===== src/wtr_pkg.sv =====
`default_nettype none
package wtr_pkg;
	// register byte addresses on the serial register port
	localparam logic [7:0] ADDR_CH3_UPPER_MSB = 8'h2D;
	localparam logic [7:0] ADDR_CH3_LOWER_NIB_CNT = 8'h2E;
	localparam logic [7:0] ADDR_CH3_LOWER_MSB = 8'h2F;
	localparam logic [7:0] ADDR_CH4_UPPER_NIB_HYST = 8'h30;
	localparam logic [7:0] ADDR_CH4_UPPER_MSB = 8'h31;
	localparam logic [7:0] ADDR_CH4_LOWER_NIB_CNT = 8'h32;
	localparam logic [7:0] ADDR_CH4_LOWER_MSB = 8'h33;
	// reset values
	localparam logic [7:0] RST_UPPER_MSB = 8'hFF;
	localparam logic [7:0] RST_UPPER_NIB_HYST = 8'hF0;
	localparam logic [7:0] RST_LOWER_NIB_CNT = 8'h00;
	localparam logic [7:0] RST_LOWER_MSB = 8'h00;
	// channel 3 margin is held outside this bank; it starts at channel 4's reset value but ignores sys_rst_in
	localparam logic [7:0] RST_CH3_NIB_HYST = 8'hF0;
	// field positions
	localparam int NIB_HI = 7;
	localparam int NIB_LO = 4;
	localparam int FLD_HI = 3;
	localparam int FLD_LO = 0;
	localparam int HYST_SHIFT = 3;
	localparam int RES_W = 12;

	// per-channel window configuration
	typedef struct packed {
		logic [RES_W-1:0] upper_limit;
		logic [RES_W-1:0] lower_limit;
		logic [3:0] margin;
		logic [3:0] sample_count;
	} wtr_win_cfg_t;

	// register write request from the serial front end
	typedef struct packed {
		logic wr_en;
		logic [7:0] addr;
		logic [7:0] data;
	} wtr_reg_wr_t;
endpackage
`default_nettype wire


===== src/wtr_window_cmp.sv =====
`default_nettype none
module wtr_window_cmp
	import wtr_pkg::*;
(
	// clock and reset
	input wire logic core_clk_in,
	input wire logic sys_rst_in,
	// sample and configuration
	input wire logic sample_valid_in,
	input wire logic [RES_W-1:0] sample_in,
	input wire wtr_win_cfg_t cfg_in,
	// result
	output logic event_flag_out
);
	// hysteresis as 7 bits: field with three zeros appended
	function automatic logic [RES_W-1:0] margin_of(input logic [3:0] f);
		margin_of = {5'h00, f, 3'h0};
	endfunction

	logic [3:0] run_r, run_nxt;
	logic flag_r, flag_nxt;
	logic above, below, in_win;
	logic [RES_W:0] hi_rel, lo_rel;

	// compare: top byte vs result[11:4], nibble vs result[3:0]
	always_comb begin
		above = sample_in > cfg_in.upper_limit;
		below = sample_in < cfg_in.lower_limit;
		hi_rel = {1'b0, cfg_in.upper_limit} - {1'b0, margin_of(cfg_in.margin)};
		lo_rel = {1'b0, cfg_in.lower_limit} + {1'b0, margin_of(cfg_in.margin)};
		in_win = ({1'b0, sample_in} <= hi_rel || hi_rel[RES_W])
			&& ({1'b0, sample_in} >= lo_rel);
	end

	// consecutive sample counter and flag
	always_comb begin
		run_nxt = run_r;
		flag_nxt = flag_r;
		if (sample_valid_in) begin
			if (above || below) begin
				if (run_r >= cfg_in.sample_count)
					flag_nxt = 1'b1;
				else
					run_nxt = run_r + 4'h1;
			end else if (in_win) begin
				run_nxt = 4'h0;
				flag_nxt = 1'b0;
			end else begin
				run_nxt = 4'h0;
			end
		end
	end

	always_ff @(posedge core_clk_in) begin
		if (sys_rst_in) begin
			run_r <= 4'h0;
			flag_r <= 1'b0;
		end else begin
			run_r <= run_nxt;
			flag_r <= flag_nxt;
		end
	end

	assign event_flag_out = flag_r;

	// checks
	a_flag_needs_run: assert property (@(posedge core_clk_in) disable iff (sys_rst_in)
		$rose(flag_r) |-> $past(run_r) >= $past(cfg_in.sample_count))
		else $error("flag rose before count reached");
	a_run_clears_inside: assert property (@(posedge core_clk_in) disable iff (sys_rst_in)
		sample_valid_in && !above && !below |=> run_r == 4'h0)
		else $error("run count not cleared");
	a_zero_count_fast: assert property (@(posedge core_clk_in) disable iff (sys_rst_in)
		sample_valid_in && above && cfg_in.sample_count == 4'h0 |=> flag_r)
		else $error("zero count flag late");
	a_low_side_flag: assert property (@(posedge core_clk_in) disable iff (sys_rst_in)
		sample_valid_in && sample_in < cfg_in.lower_limit
		&& cfg_in.sample_count == 4'h0 |=> flag_r)
		else $error("low side not flagged");
endmodule
`default_nettype wire


===== src/wtr_window_regs.sv =====
// How it works
// - upper limit top byte compared with result bits 11 to 4.
// - margin register high nibble is upper limit nibble, vs result 3:0.
// - count register high nibble is lower limit nibble, vs result 3:0.
// - lower limit top byte has own register, compared with top eight bits.
// - count field n needs n+1 consecutive out-of-window samples for flag.
// - hysteresis is field shifted left three, seven bits wide.
// - one hysteresis field serves both limits of a channel.
// - upper limit top byte resets to all ones.
// - lower byte, lower nibble and count field reset to zero.
// - channel 4 margin register resets 0xF0 at first channel address.
`default_nettype none
module wtr_window_regs
	import wtr_pkg::*;
(
	// clock and reset
	input wire logic core_clk_in,
	input wire logic sys_rst_in,
	// register port from the serial front end
	input wire wtr_reg_wr_t reg_wr_in,
	input wire logic [7:0] rd_addr_in,
	output logic [7:0] rd_data_out,
	output logic rd_hit_out,
	// channel 3 margin register held elsewhere
	input wire logic [7:0] ch3_nib_hyst_in,
	// conversion results
	input wire logic sample_valid_in,
	input wire logic [2:0] sample_chan_in,
	input wire logic [RES_W-1:0] sample_in,
	// event flags
	output logic ch3_event_out,
	output logic ch4_event_out
);
	localparam logic [2:0] CHAN3 = 3'h3;
	localparam logic [2:0] CHAN4 = 3'h4;

	logic [7:0] ch3_upper_limit_top_byte_r, ch3_upper_limit_top_byte_nxt;
	logic [7:0] ch3_lower_nib_cnt_r, ch3_lower_nib_cnt_nxt;
	logic [7:0] ch3_lower_limit_top_byte_r, ch3_lower_limit_top_byte_nxt;
	logic [7:0] ch4_nib_hyst_r, ch4_nib_hyst_nxt;
	logic [7:0] ch4_upper_limit_top_byte_r, ch4_upper_limit_top_byte_nxt;
	logic [7:0] ch4_lower_nib_cnt_r, ch4_lower_nib_cnt_nxt;
	logic [7:0] ch4_lower_limit_top_byte_r, ch4_lower_limit_top_byte_nxt;
	logic [7:0] rd_data_r, rd_data_nxt;
	logic rd_hit_r, rd_hit_nxt;
	wtr_win_cfg_t ch3_cfg, ch4_cfg;

	// address match helper
	function automatic logic wr_to(input wtr_reg_wr_t w, input logic [7:0] a);
		wr_to = w.wr_en && (w.addr == a);
	endfunction

	// write decode
	always_comb begin
		ch3_upper_limit_top_byte_nxt = ch3_upper_limit_top_byte_r;
		ch3_lower_nib_cnt_nxt = ch3_lower_nib_cnt_r;
		ch3_lower_limit_top_byte_nxt = ch3_lower_limit_top_byte_r;
		ch4_nib_hyst_nxt = ch4_nib_hyst_r;
		ch4_upper_limit_top_byte_nxt = ch4_upper_limit_top_byte_r;
		ch4_lower_nib_cnt_nxt = ch4_lower_nib_cnt_r;
		ch4_lower_limit_top_byte_nxt = ch4_lower_limit_top_byte_r;
		if (wr_to(reg_wr_in, ADDR_CH3_UPPER_MSB))
			ch3_upper_limit_top_byte_nxt = reg_wr_in.data;
		if (wr_to(reg_wr_in, ADDR_CH3_LOWER_NIB_CNT))
			ch3_lower_nib_cnt_nxt = reg_wr_in.data;
		if (wr_to(reg_wr_in, ADDR_CH3_LOWER_MSB))
			ch3_lower_limit_top_byte_nxt = reg_wr_in.data;
		if (wr_to(reg_wr_in, ADDR_CH4_UPPER_NIB_HYST))
			ch4_nib_hyst_nxt = reg_wr_in.data;
		if (wr_to(reg_wr_in, ADDR_CH4_UPPER_MSB))
			ch4_upper_limit_top_byte_nxt = reg_wr_in.data;
		if (wr_to(reg_wr_in, ADDR_CH4_LOWER_NIB_CNT))
			ch4_lower_nib_cnt_nxt = reg_wr_in.data;
		if (wr_to(reg_wr_in, ADDR_CH4_LOWER_MSB))
			ch4_lower_limit_top_byte_nxt = reg_wr_in.data;
	end

	// register storage
	always_ff @(posedge core_clk_in) begin
		if (sys_rst_in) begin
			ch3_upper_limit_top_byte_r <= RST_UPPER_MSB;
			ch4_upper_limit_top_byte_r <= RST_UPPER_MSB;
			ch3_lower_nib_cnt_r <= RST_LOWER_NIB_CNT;
			ch3_lower_limit_top_byte_r <= RST_LOWER_MSB;
			ch4_lower_nib_cnt_r <= RST_LOWER_NIB_CNT;
			ch4_lower_limit_top_byte_r <= RST_LOWER_MSB;
			ch4_nib_hyst_r <= RST_UPPER_NIB_HYST;
		end else begin
			ch3_upper_limit_top_byte_r <= ch3_upper_limit_top_byte_nxt;
			ch3_lower_nib_cnt_r <= ch3_lower_nib_cnt_nxt;
			ch3_lower_limit_top_byte_r <= ch3_lower_limit_top_byte_nxt;
			ch4_nib_hyst_r <= ch4_nib_hyst_nxt;
			ch4_upper_limit_top_byte_r <= ch4_upper_limit_top_byte_nxt;
			ch4_lower_nib_cnt_r <= ch4_lower_nib_cnt_nxt;
			ch4_lower_limit_top_byte_r <= ch4_lower_limit_top_byte_nxt;
		end
	end

	// read mux, one cycle latency
	always_comb begin
		rd_hit_nxt = 1'b1;
		case (rd_addr_in)
			ADDR_CH3_UPPER_MSB: rd_data_nxt = ch3_upper_limit_top_byte_r;
			ADDR_CH3_LOWER_NIB_CNT: rd_data_nxt = ch3_lower_nib_cnt_r;
			ADDR_CH3_LOWER_MSB: rd_data_nxt = ch3_lower_limit_top_byte_r;
			ADDR_CH4_UPPER_NIB_HYST: rd_data_nxt = ch4_nib_hyst_r;
			ADDR_CH4_UPPER_MSB: rd_data_nxt = ch4_upper_limit_top_byte_r;
			ADDR_CH4_LOWER_NIB_CNT: rd_data_nxt = ch4_lower_nib_cnt_r;
			ADDR_CH4_LOWER_MSB: rd_data_nxt = ch4_lower_limit_top_byte_r;
			default: begin
				rd_data_nxt = 8'h00;
				rd_hit_nxt = 1'b0;
			end
		endcase
	end

	always_ff @(posedge core_clk_in) begin
		if (sys_rst_in) begin
			rd_data_r <= 8'h00;
			rd_hit_r <= 1'b0;
		end else begin
			rd_data_r <= rd_data_nxt;
			rd_hit_r <= rd_hit_nxt;
		end
	end

	assign rd_data_out = rd_data_r;
	assign rd_hit_out = rd_hit_r;

	// assemble 12-bit limits from byte plus nibble
	always_comb begin
		ch3_cfg.upper_limit = {ch3_upper_limit_top_byte_r, ch3_nib_hyst_in[NIB_HI:NIB_LO]};
		ch3_cfg.lower_limit = {ch3_lower_limit_top_byte_r, ch3_lower_nib_cnt_r[NIB_HI:NIB_LO]};
		ch3_cfg.margin = ch3_nib_hyst_in[FLD_HI:FLD_LO];
		ch3_cfg.sample_count = ch3_lower_nib_cnt_r[FLD_HI:FLD_LO];
		ch4_cfg.upper_limit = {ch4_upper_limit_top_byte_r, ch4_nib_hyst_r[NIB_HI:NIB_LO]};
		ch4_cfg.lower_limit = {ch4_lower_limit_top_byte_r, ch4_lower_nib_cnt_r[NIB_HI:NIB_LO]};
		ch4_cfg.margin = ch4_nib_hyst_r[FLD_HI:FLD_LO];
		ch4_cfg.sample_count = ch4_lower_nib_cnt_r[FLD_HI:FLD_LO];
	end

	wtr_window_cmp u_cmp_ch3 (
		.core_clk_in(core_clk_in),
		.sys_rst_in(sys_rst_in),
		.sample_valid_in(sample_valid_in && sample_chan_in == CHAN3),
		.sample_in(sample_in),
		.cfg_in(ch3_cfg),
		.event_flag_out(ch3_event_out)
	);

	wtr_window_cmp u_cmp_ch4 (
		.core_clk_in(core_clk_in),
		.sys_rst_in(sys_rst_in),
		.sample_valid_in(sample_valid_in && sample_chan_in == CHAN4),
		.sample_in(sample_in),
		.cfg_in(ch4_cfg),
		.event_flag_out(ch4_event_out)
	);

	// checks
	a_write_readback: assert property (@(posedge core_clk_in) disable iff (sys_rst_in)
		wr_to(reg_wr_in, ADDR_CH4_UPPER_MSB) |=> ch4_upper_limit_top_byte_r == $past(reg_wr_in.data))
		else $error("write not stored");
	a_read_latency: assert property (@(posedge core_clk_in) disable iff (sys_rst_in)
		rd_addr_in == ADDR_CH4_UPPER_NIB_HYST && !reg_wr_in.wr_en
		|=> rd_data_out == ch4_nib_hyst_r && rd_hit_out)
		else $error("read data wrong");
	a_reset_values: assert property (@(posedge core_clk_in)
		!sys_rst_in && $past(sys_rst_in)
		|-> ch4_nib_hyst_r == 8'hF0 && ch3_upper_limit_top_byte_r == 8'hFF
		&& ch4_lower_nib_cnt_r == 8'h00)
		else $error("reset value wrong");
	a_unmapped_zero: assert property (@(posedge core_clk_in) disable iff (sys_rst_in)
		rd_addr_in == 8'h34 |=> rd_data_out == 8'h00 && !rd_hit_out)
		else $error("unmapped read not zero");
	a_limit_assembly: assert property (@(posedge core_clk_in) disable iff (sys_rst_in)
		ch4_cfg.upper_limit[3:0] == ch4_nib_hyst_r[7:4]
		&& ch4_cfg.lower_limit[11:4] == ch4_lower_limit_top_byte_r)
		else $error("limit assembly wrong");
	a_upper_default_max: assert property (@(posedge core_clk_in)
		!sys_rst_in && $past(sys_rst_in) |-> ch4_cfg.upper_limit == 12'hFFF)
		else $error("upper limit not max");
endmodule
`default_nettype wire

===== config.mk =====
export PLATFORM = sky130hd
export DESIGN_NAME = wtr_window_regs
export DESIGN_NICKNAME = d
export VERILOG_FILES = /design/src/wtr_pkg.sv /design/src/wtr_window_cmp.sv /design/src/wtr_window_regs.sv
export SDC_FILE = /design/constraint.sdc
export NUM_CORES = 1
export LEC_CHECK = 0
export BUFFER_PORTS_ARGS = -buffer_cell sky130_fd_sc_hd__buf_2
export CAP_MARGIN = 20
export CORE_ASPECT_RATIO = 0.8
export CORE_UTILIZATION = 40
export DETAILED_ROUTE_END_ITERATION = 12
export HOLD_SLACK_MARGIN = 0.15
export PLACE_DENSITY = 0.59
export SYNTH_ARGS = -nofsm -noshare
export SYNTH_HDL_FRONTEND = slang
export SYNTH_SLANG_ARGS = --single-unit

===== constraint.sdc =====
create_clock -name core_clk_in -period 3.5 [get_ports core_clk_in]
set_input_delay 0.7 -clock core_clk_in [delete_from_list [all_inputs] [get_ports core_clk_in]]
set_output_delay 0.7 -clock core_clk_in [all_outputs]
set_load 0.01 [all_outputs]

; Word-level counts from Yosys, hierarchy flattened
; Index checks and enable logic that the tools add are counted.
[totals]
register_bits = 75
out_inout_bits = 11
word_cells = 83
[classes]
add_sub_neg = 6
n_lt_le_gt_ge = 10
n_eq_ne = 20
muxes = 12
n_reduce_logical = 22
[ops]
columns = operator, n
row1 = $eq 8x6->1 const B, 14
row2 = $pmux 8 s7, 1
row3 = $add 12x7->13, 2
row4 = $ge 12x13->1, 2
row5 = $le 12x13->1, 2
row6 = $sub 12x7->13, 2
row7 = $gt 12x12->1, 2
row8 = $lt 12x12->1, 2
row9 = $mux 4, 4
row10 = $logic_and 1x1->1, 11
row11 = $add 4x1->4 const B, 2
row12 = $ge 4x4->1, 2
row13 = $ne 2x2->1 const B, 4
row14 = $mux 1, 7
row15 = $reduce_or 7->1, 1
row16 = $reduce_and 3->1, 2
row17 = $logic_or 1x1->1, 4
row18 = $reduce_and 2->1, 2
row19 = $reduce_bool 2->1, 2
row20 = $eq 3x2->1 const B, 1
row21 = $eq 3x3->1 const B, 1

; Logic depth before layout (Yosys ltp)
; Gate-level depths: netlist (run 1).
[depth]
ltp_word = 6
depth_mapped = 16

; By module
; From an unflattened synthesis (run 1), not the netlist that was laid out.
[unflattened]
cells_unflattened = 762
area_unflattened_um2 = 6560.0
[modules_own_cells]
columns = mod, n_inst, cells_each, area_each_um2, seq_area_each_um2
row1 = wtr_window_regs, 1, 293, 2921.6, 1301.2
row2 = wtr_window_cmp at u_cmp_ch3, 1, 238, 1839.3, 100.1
row3 = wtr_window_cmp at u_cmp_ch4, 1, 231, 1799.2, 100.1

; Worst setup path after synthesis (run 1)
; No wires, ideal clock.
[synth_path]
path_kind = input port to flip-flop
startpoint = input ch3_nib_hyst_in[7]
endpoint = register u_cmp_ch3.flag_r (netlist: u_cmp_ch3.event_flag_out)
setup_ns = 0.132
arrival_ns = 3.052
slack_ns = 0.316
stages = 14
n_path_buf = 0
cell_sequence = inv_1 > ha_1 > fa_1 > nor2b_1 > o21ai_0 > nor2b_1 > xnor2_1 > ha_1 > a21boi_0 > o21ai_0 > o21ai_0 > o41a_1 > o41ai_1 > a21oi_1
[synth_between]
elab_chain_len = 6
word_cells_on_any_way = 10
[synth_rtl]
columns = element, line_no
row1 = from (decl), wtr_window_regs.sv:25  ; input wire logic [7:0] ch3_nib_hyst_in,
row2 = $sub 12x7->13, wtr_window_cmp.sv:29  ; hi_rel = {1'b0, cfg_in.upper_limit} - {1'b0, margin_of(cfg_in.margin)};
row3 = $le 12x13->1, wtr_window_cmp.sv:31  ; in_win = ({1'b0, sample_in} <= hi_rel || hi_rel[RES_W])
row4 = $logic_or 1x1->1, wtr_window_cmp.sv:31
row5 = $logic_and 1x1->1, wtr_window_cmp.sv:32  ; && ({1'b0, sample_in} >= lo_rel);
row6 = $reduce_bool 2->1 (no source line), --
row7 = $reduce_and 3->1 (no source line), --
row8 = to (signal assigned), wtr_window_cmp.sv:60  ; flag_r <= flag_nxt;
row9 = to (decl), wtr_window_cmp.sv:21  ; logic flag_r, flag_nxt;
; Parallel ways exist; a longest one is shown, timed or not.
; A chain may end at the register's enable or synchronous reset.

; Worst setup path in the final report (run 1)
[layout_path]
startpoint = input ch3_nib_hyst_in[0]
endpoint = register u_cmp_ch3.flag_r (netlist: u_cmp_ch3.event_flag_out)
[layout_between]
elab_chain_len = 6
word_cells_on_any_way = 8
[layout_rtl]
columns = element, line_no
row1 = $sub 12x7->13, wtr_window_cmp.sv:29
row2 = $le 12x13->1, wtr_window_cmp.sv:31
row3 = $logic_or 1x1->1, wtr_window_cmp.sv:31
row4 = $logic_and 1x1->1 (*), wtr_window_cmp.sv:32
row5 = $reduce_bool 2->1 (no source line) (*), --
row6 = $reduce_and 3->1 (no source line) (*), --
; Mark *: on every way between the ends. The rest lies on a longest branch, timed or not.

==> results of run 1 <==
==> state kept, by name (all words and copies together) (netlist names) <==
register,flops
ch4_lower_nib_cnt_r,8
ch3_lower_limit_top_byte_r,8
u_cmp_ch3.run_r,4
rd_hit_out,1
ch4_lower_limit_top_byte_r,8
u_cmp_ch3.event_flag_out,1
rd_data_out,8
ch4_nib_hyst_r,8
u_cmp_ch4.event_flag_out,1
ch3_lower_nib_cnt_r,8
u_cmp_ch4.run_r,4
ch3_upper_limit_top_byte_r,8
ch4_upper_limit_top_byte_r,8
==> cell usage after synthesis, types with 3 or more instances <==
| cell type | instances |
|---|---|
| nor3b_1 | 3 |
| o21bai_1 | 3 |
| nor2b_1 | 12 |
| ha_1 | 110 |
| o211ai_1 | 5 |
| and3_1 | 6 |
| nand3b_1 | 3 |
| mux4_2 | 5 |
| a22oi_1 | 7 |
| nor3_1 | 12 |
| nand4_1 | 13 |
| a211o_1 | 22 |
| clkbuf_1 | 18 |
| a21oi_1 | 43 |
| a22o_1 | 6 |
| fa_1 | 4 |
| a211oi_1 | 13 |
| inv_1 | 80 |
| xnor2_1 | 22 |
| nand2_1 | 42 |
| buf_2 | 5 |
| nor2_1 | 82 |
| o21a_1 | 4 |
| nand3_1 | 23 |
| a31oi_1 | 4 |
| dfxtp_1 | 75 |
| mux2i_1 | 34 |
| xor2_1 | 5 |
| a21o_1 | 18 |
| nand2b_1 | 6 |
| o21ai_0 | 37 |
==> power groups by stage <==
stage	combinational (W)	sequential [W]	clock (W)
after floorplan	0.000163	0.000875	0
after global placement	0.000267	0.000876	0
after detailed placement	0.000278	0.000876	0
after CTS	0.000280	0.000857	0.00112
after global routing	0.000313	0.000857	0.00116
final	0.000282	0.000857	0.00110
==> through the flow <==
stage / setup slack [ns] / instances / util, %
3_3_place_gp: 0.06457 / 1016 / 45.11
6_report: 0.3140 / 1032 / 47.41
2_1_floorplan: 0.3163 / 759 / -
3_5_place_dp: -0.04232 / 1016 / 45.11
4_1_cts: 0.3151 / 1032 / 47.41
5_1_grt: 0.1237 / 1032 / 47.41
==> path summary, 6_finish.rpt <==
path | cells after the start | end | from | slack, ns
hold reg to reg | 1 | ch4_nib_hyst_r[6] | ch4_nib_hyst_r[6] | 0.47
setup / recovery | 15 | u_cmp_ch3.event_flag_out | ch3_nib_hyst_in[0] | 0.31
hold / removal | 1 | ch4_nib_hyst_r[6] | ch4_nib_hyst_r[6] | 0.47
setup reg to reg | 14 | u_cmp_ch3.event_flag_out | ch3_lower_nib_cnt_r[7] | 0.44
==> critical path, stage by stage <==
cell and delay (ns):
buf_2 0.12, ha_1 0.22, fa_1 0.41, a21o_1 0.18
a21oi_1 0.18, nor2_1 0.08, nand2_1 0.09, xnor2_1 0.12
ha_1 0.25, o21a_1 0.19, o21ai_0 0.23, a211oi_1 0.10
nor4b_1 0.38, o41ai_1 0.10, a21oi_1 0.12
==> cell families after synthesis <==
group / synth area share [%]
xor+xnor: 3.732
compound gates: 19.39
fa+ha+maj: 22.99
buf+inv: 6.201
flops: 23.70
simple gates: 16.84
mux: 7.149
==> cell type report <==
cell class,instances,area (sq um)
fill,1490,8028
clock buffer,10,239.0
multi-input combinational,581,4448
timing repair buffer,70,372.9
sequential,75,1501
inverter,80,300.3
tap,210,262.8
clock inverter,6,112.6
==> metal layers <==
layer,global-route usage [%],wire length (microns),vias up
met5,0,0,-
met1,35.76,9717,2780
li1,-,-,2856
met3,4.391,1390,36
met2,36.76,8020,209
met4,9.892,468,0
==> impl_metrics.csv, run 1 <==
group,metric,value,unit
setup_path,cp_data_arrival_time,3.47,ns
timing,skew,0.008275,ns
routing,routedWlPerCell,18.99,microns
min_path,hold_path.class,"reg -> reg",
synth,synth_edf_count,0,
setup_path,endpoint_kind,"flop",
power,internal_power,0.001682,W
placed_design,place_congestion,0.9871,
timing,rsz0062_at_grt,"no",
die,rows,40,
synth,async_reset_ff_share,0,%
clock_network,clk_pin_slew,0.07,ns
placed_design,hpwlAfterDp,15610,microns
die,start_util,41.51,%
routing,antenna_left,0,
finish,final_common_cell,"ha_1",
run_status,outcome,"complete, no violations",
setup_path,critical_path_required,3.78,ns
synth,ys_seq_area_share,23.70,%
run,maxCapViolCount,0,
die,die-area,0.01635,sq mm
clock_network,cts-hold-fix-buffers,0,
global_routing,antenna_found_initial,0,
die,die_y,114.6,microns
synth,ys_top_cells_by_area,"dfxtp_1 (24%), ha_1 (22%), mux2i_1 (5.4%)",
power,p_leak,3.307,nW
global_routing,grt_first_pass_wirelength,30340,microns
routing,wirelength,19600,microns
routing,drcViolationCount,0,
timing,finalHoldViolCount,0,
global_routing,globalRouteOverflowTotal,0,
clock_network,numCtsBuffers,9,
timing,setup_violations,0,
synth,yosysTopAreaCellShare,23.70,%
timing,finalCriticalPeriod,3.186,ns
clock_network,htreeDepth,3,
synth,synth_nets,924,
die,ios,62,
finish,drive_gt1_share,12.53,%
global_routing,grt_start_max_net_pins,48,
timing,tightest_slew,0.7083,ns
setup_path,crit_path_max_fanout,2,
setup_path,critPathLaunchType,"input pin",
power,total_power,0.002241,W
placed_design,port_buffers,61,
clock_network,tritoncts,"built",
synth,syn_inst,759,
synth,ys_ff_latch,75,
clock_network,cts_root_buffer,"clkbuf_16",
timing,fin_setup_tns,0,ns
finish,fin_area,0.007237,sq mm
timing,maxSlewViolCount,0,
clock_network,cts_resized,0,
routing,first_pass_iters,5,
power,combPwrFrac,12.6,%
power,swShare,24.94,%
clock_network,cts.sinks,75,
routing,drt_iter0_drc,540,
synth,yosysWarnings,0,
power,power.density,309.7,mW/mm^2
power,p_sw,0.0005589,W
clock_network,clock_path_buffers,2,
synth,yosys.cell_types.count,61,
timing,whs,0.4749,ns
timing,finalCritPeriodShare,91.03,%
global_routing,track_usage,24.97,%
power,clkPwrFrac,49.2,%
power,seqPwrFrac,38.2,%
setup_path,path_class,"in -> reg",
clock_network,postCtsSetupRepairBufs,0,
die,die_x,142.7,microns
power,ir_drop,0.2097,mV
timing,slew_headroom,52.69,%
synth,synth_ff_type,"dfxtp_1",
finish,area_growth_syn_to_layout,14.22,%
synth,avgSynthCellArea,8.348,sq um
timing,max_freq,313.9,MHz
die,core_area,0.01526,sq mm
finish,layout_common_cells,"ha_1 (110), nor2_1 (82), inv_1 (80)",
finish,nNetsFinal,982,
global_routing,grt_pass1_vias,5705,
finish,antenna_cells,0,
placed_design,dpl_cell_area,0.006885,sq mm
routing,via_count,5881,
clock_network,clkLatencyLatePin,0.35,ns
synth,synthesis.area,0.006336,sq mm
synth,synth_top_area_cell,"dfxtp_1",
routing,vias_per_cell,5.699,
No activity file was read; power rests on OpenSTA's default activity.
==> run 2: changes to the inputs <==
--- a/config.mk
+++ b/config.mk
@@ -11,7 +11,8 @@
 export CORE_UTILIZATION = 40
 export DETAILED_ROUTE_END_ITERATION = 12
 export HOLD_SLACK_MARGIN = 0.15
-export PLACE_DENSITY = 0.59
+export PLACE_DENSITY = 0.63
+export RECOVER_POWER = 100
 export SYNTH_ARGS = -nofsm -noshare
 export SYNTH_HDL_FRONTEND = slang
 export SYNTH_SLANG_ARGS = --single-unit
==> run 2 against run 1 <==
Sequential power about the same; largest power group unchanged; clock-buffer cell count decreased by 1; routed wire length decreased by 4.4%; sequential share of layout area increased by 0.26 points; largest cell class unchanged; total power decreased by 6.4%; fmax decreased by 2.9%; die area unchanged; clock power decreased by 12%.
==> impl_metrics.csv, run 2 (synthesized netlist as in run 1, its figures left out) <==
group,metric,value,unit
global_routing,track_usage,24.08,%
setup_path,path_buf_inv,1,
routing,drt_iter0_drc,542,
timing,skew,0.004667,ns
clock_network,tritoncts,"built",
routing,antenna_left,0,
setup_path,critical_path_required,3.77,ns
power,ir_drop,0.2082,mV
routing,vias_per_cell,5.580,
routing,wirelength,18730,microns
placed_design,place_congestion,0.9409,
die,die_x,142.7,microns
timing,maxSlewViolCount,0,
setup_path,r2r_slack,0.35,ns
finish,layoutNonFillerInstCount,1032,
clock_network,cts_resized,0,
setup_path,path_class,"in -> reg",
die,core_area,0.01526,sq mm
clock_network,cts.sinks,75,
routing,via_count,5759,
clock_network,numCtsBuffers,9,
clock_network,postCtsSetupRepairBufs,0,
power,power.density,293.6,mW/mm^2
timing,finalCriticalPeriod,3.279,ns
finish,final_common_cell,"ha_1",
timing,tightest_slew,1.078,ns
global_routing,globalRouteOverflowTotal,0,
run_status,outcome,"complete, no violations",
finish,layout_common_cells,"ha_1 (110), nor2_1 (83), inv_1 (80)",
timing,finalCritPeriodShare,93.70,%
timing,slew_headroom,27.91,%
finish,antenna_cells,0,
global_routing,grt_start_max_net_pins,61,
setup_path,critical-path-top-delay-family,"compound AO/OA/AOI/OAI gates",
setup_path,critPathMaxStageDelay,0.92,ns
finish,area_growth_syn_to_layout,12.80,%
min_path,min-delay-start,"ch4_nib_hyst_r[6]",
placed_design,hpwlAfterDp,14530,microns
routing,drcViolationCount,0,
timing,max_freq,304.9,MHz
clock_network,clk_pin_slew,0.06,ns
timing,setup_violations,0,
power,p_leak,3.203,nW
timing,fin_setup_tns,0,ns
timing,finalHoldViolCount,0,
global_routing,grt_pass1_vias,5234,
finish,nNetsFinal,982,
finish,utilization,46.82,%
setup_path,cp_data_arrival_time,3.55,ns
die,rows,40,
setup_path,r2r_start,"ch3_lower_nib_cnt_r[7]",
clock_network,cts_root_buffer,"clkbuf_16",
die,start_util,41.51,%
timing,whs,0.4676,ns
setup_path,path_cells,"clkbuf_1, ha_1, a21oi_1, nand2_1, a21o_1, o32ai_1, nor3b_1, o32ai_1, a21oi_1",
placed_design,port_buffers,61,
clock_network,clkLatencyLatePin,0.34,ns
run,maxCapViolCount,0,
setup_path,crit_slowest_cell,"o32ai_1",
die,ios,62,
setup_path,crit_path_max_fanout,8,
setup_path,critPathLaunchType,"input pin",
finish,drive_gt1_share,10.10,%
timing,rsz0062_at_grt,"no",
routing,routedWlPerCell,18.14,microns
placed_design,dp_cells,1016,
global_routing,antenna_found_initial,0,
global_routing,grt_first_pass_wirelength,29270,microns
clock_network,htreeDepth,3,
min_path,hold_path.class,"reg -> reg",
setup_path,critPathLaunch,"sample_in[10]",
die,die_y,114.6,microns
die,die-area,0.01635,sq mm
setup_path,endpoint_kind,"flop",
clock_network,cts-hold-fix-buffers,0,
routing,first_pass_iters,5,
clock_network,clock_path_buffers,2,
[run 2: path summary, 6_finish.rpt]
check,endpoint,cells past startpoint
hold reg to reg,ch4_nib_hyst_r[6],1
setup / recovery,u_cmp_ch4.event_flag_out,9
hold / removal,ch4_nib_hyst_r[6],1
setup reg to reg,u_cmp_ch3.event_flag_out,14
[run 2: cell type report]
class	instances	area, sq um
Clock buffer	9	225.2
Clock inverter	7	82.58
Fill cell	1533	8118
Inverter	80	300.3
Multi-Input combinational cell	581	4433
Sequential cell	75	1501
Tap cell	210	262.8
Timing Repair Buffer	70	341.6
[run 2: worst reg2reg max path, cell delays in order (launching register included)]
cell	delay (ns)
dfxtp_1	0.38
ha_1	0.24
fa_1	0.41
a21o_1	0.17
a21oi_1	0.18
nor2_1	0.08
nand2_1	0.08
xnor2_1	0.12
ha_1	0.25
o21a_1	0.18
o21ai_0	0.23
a211oi_1	0.09
nor4b_1	0.45
o41ai_1	0.11
a21oi_1	0.12
[run 2: layer usage]
metal	global-route usage, %	share of wire [%]	wire (microns)	up-vias
li1	-	-	-	2853
met1	36.97	52	9686	2630
met2	31.41	36	6780	238
met3	6.357	9.6	1799	38
met4	7.885	2.5	459	0
met5	0	0	0	-
[run 2: power by group]
group | total, W | internal [W] | switching [W]
sequential | 0.000857 | 0.000855 | 0.00000208
combinational | 0.000277 | 0.000107 | 0.000170
clock | 0.000965 | 0.000563 | 0.000402
[run 2: per-stage QoR]
| step | total power [W] | instance area (sq um) | setup slack [ns] |
|---|---|---|---|
| after floorplan | 0.001039 | 6336 | 0.3163 |
| after global placement | 0.001147 | 6885 | 0.05159 |
| after detailed placement | 0.001149 | 6885 | -0.03242 |
| after CTS | 0.002124 | 7193 | 0.3221 |
| after global routing | 0.002193 | 7147 | 0.08248 |
| final | 0.002099 | 7147 | 0.2205 |
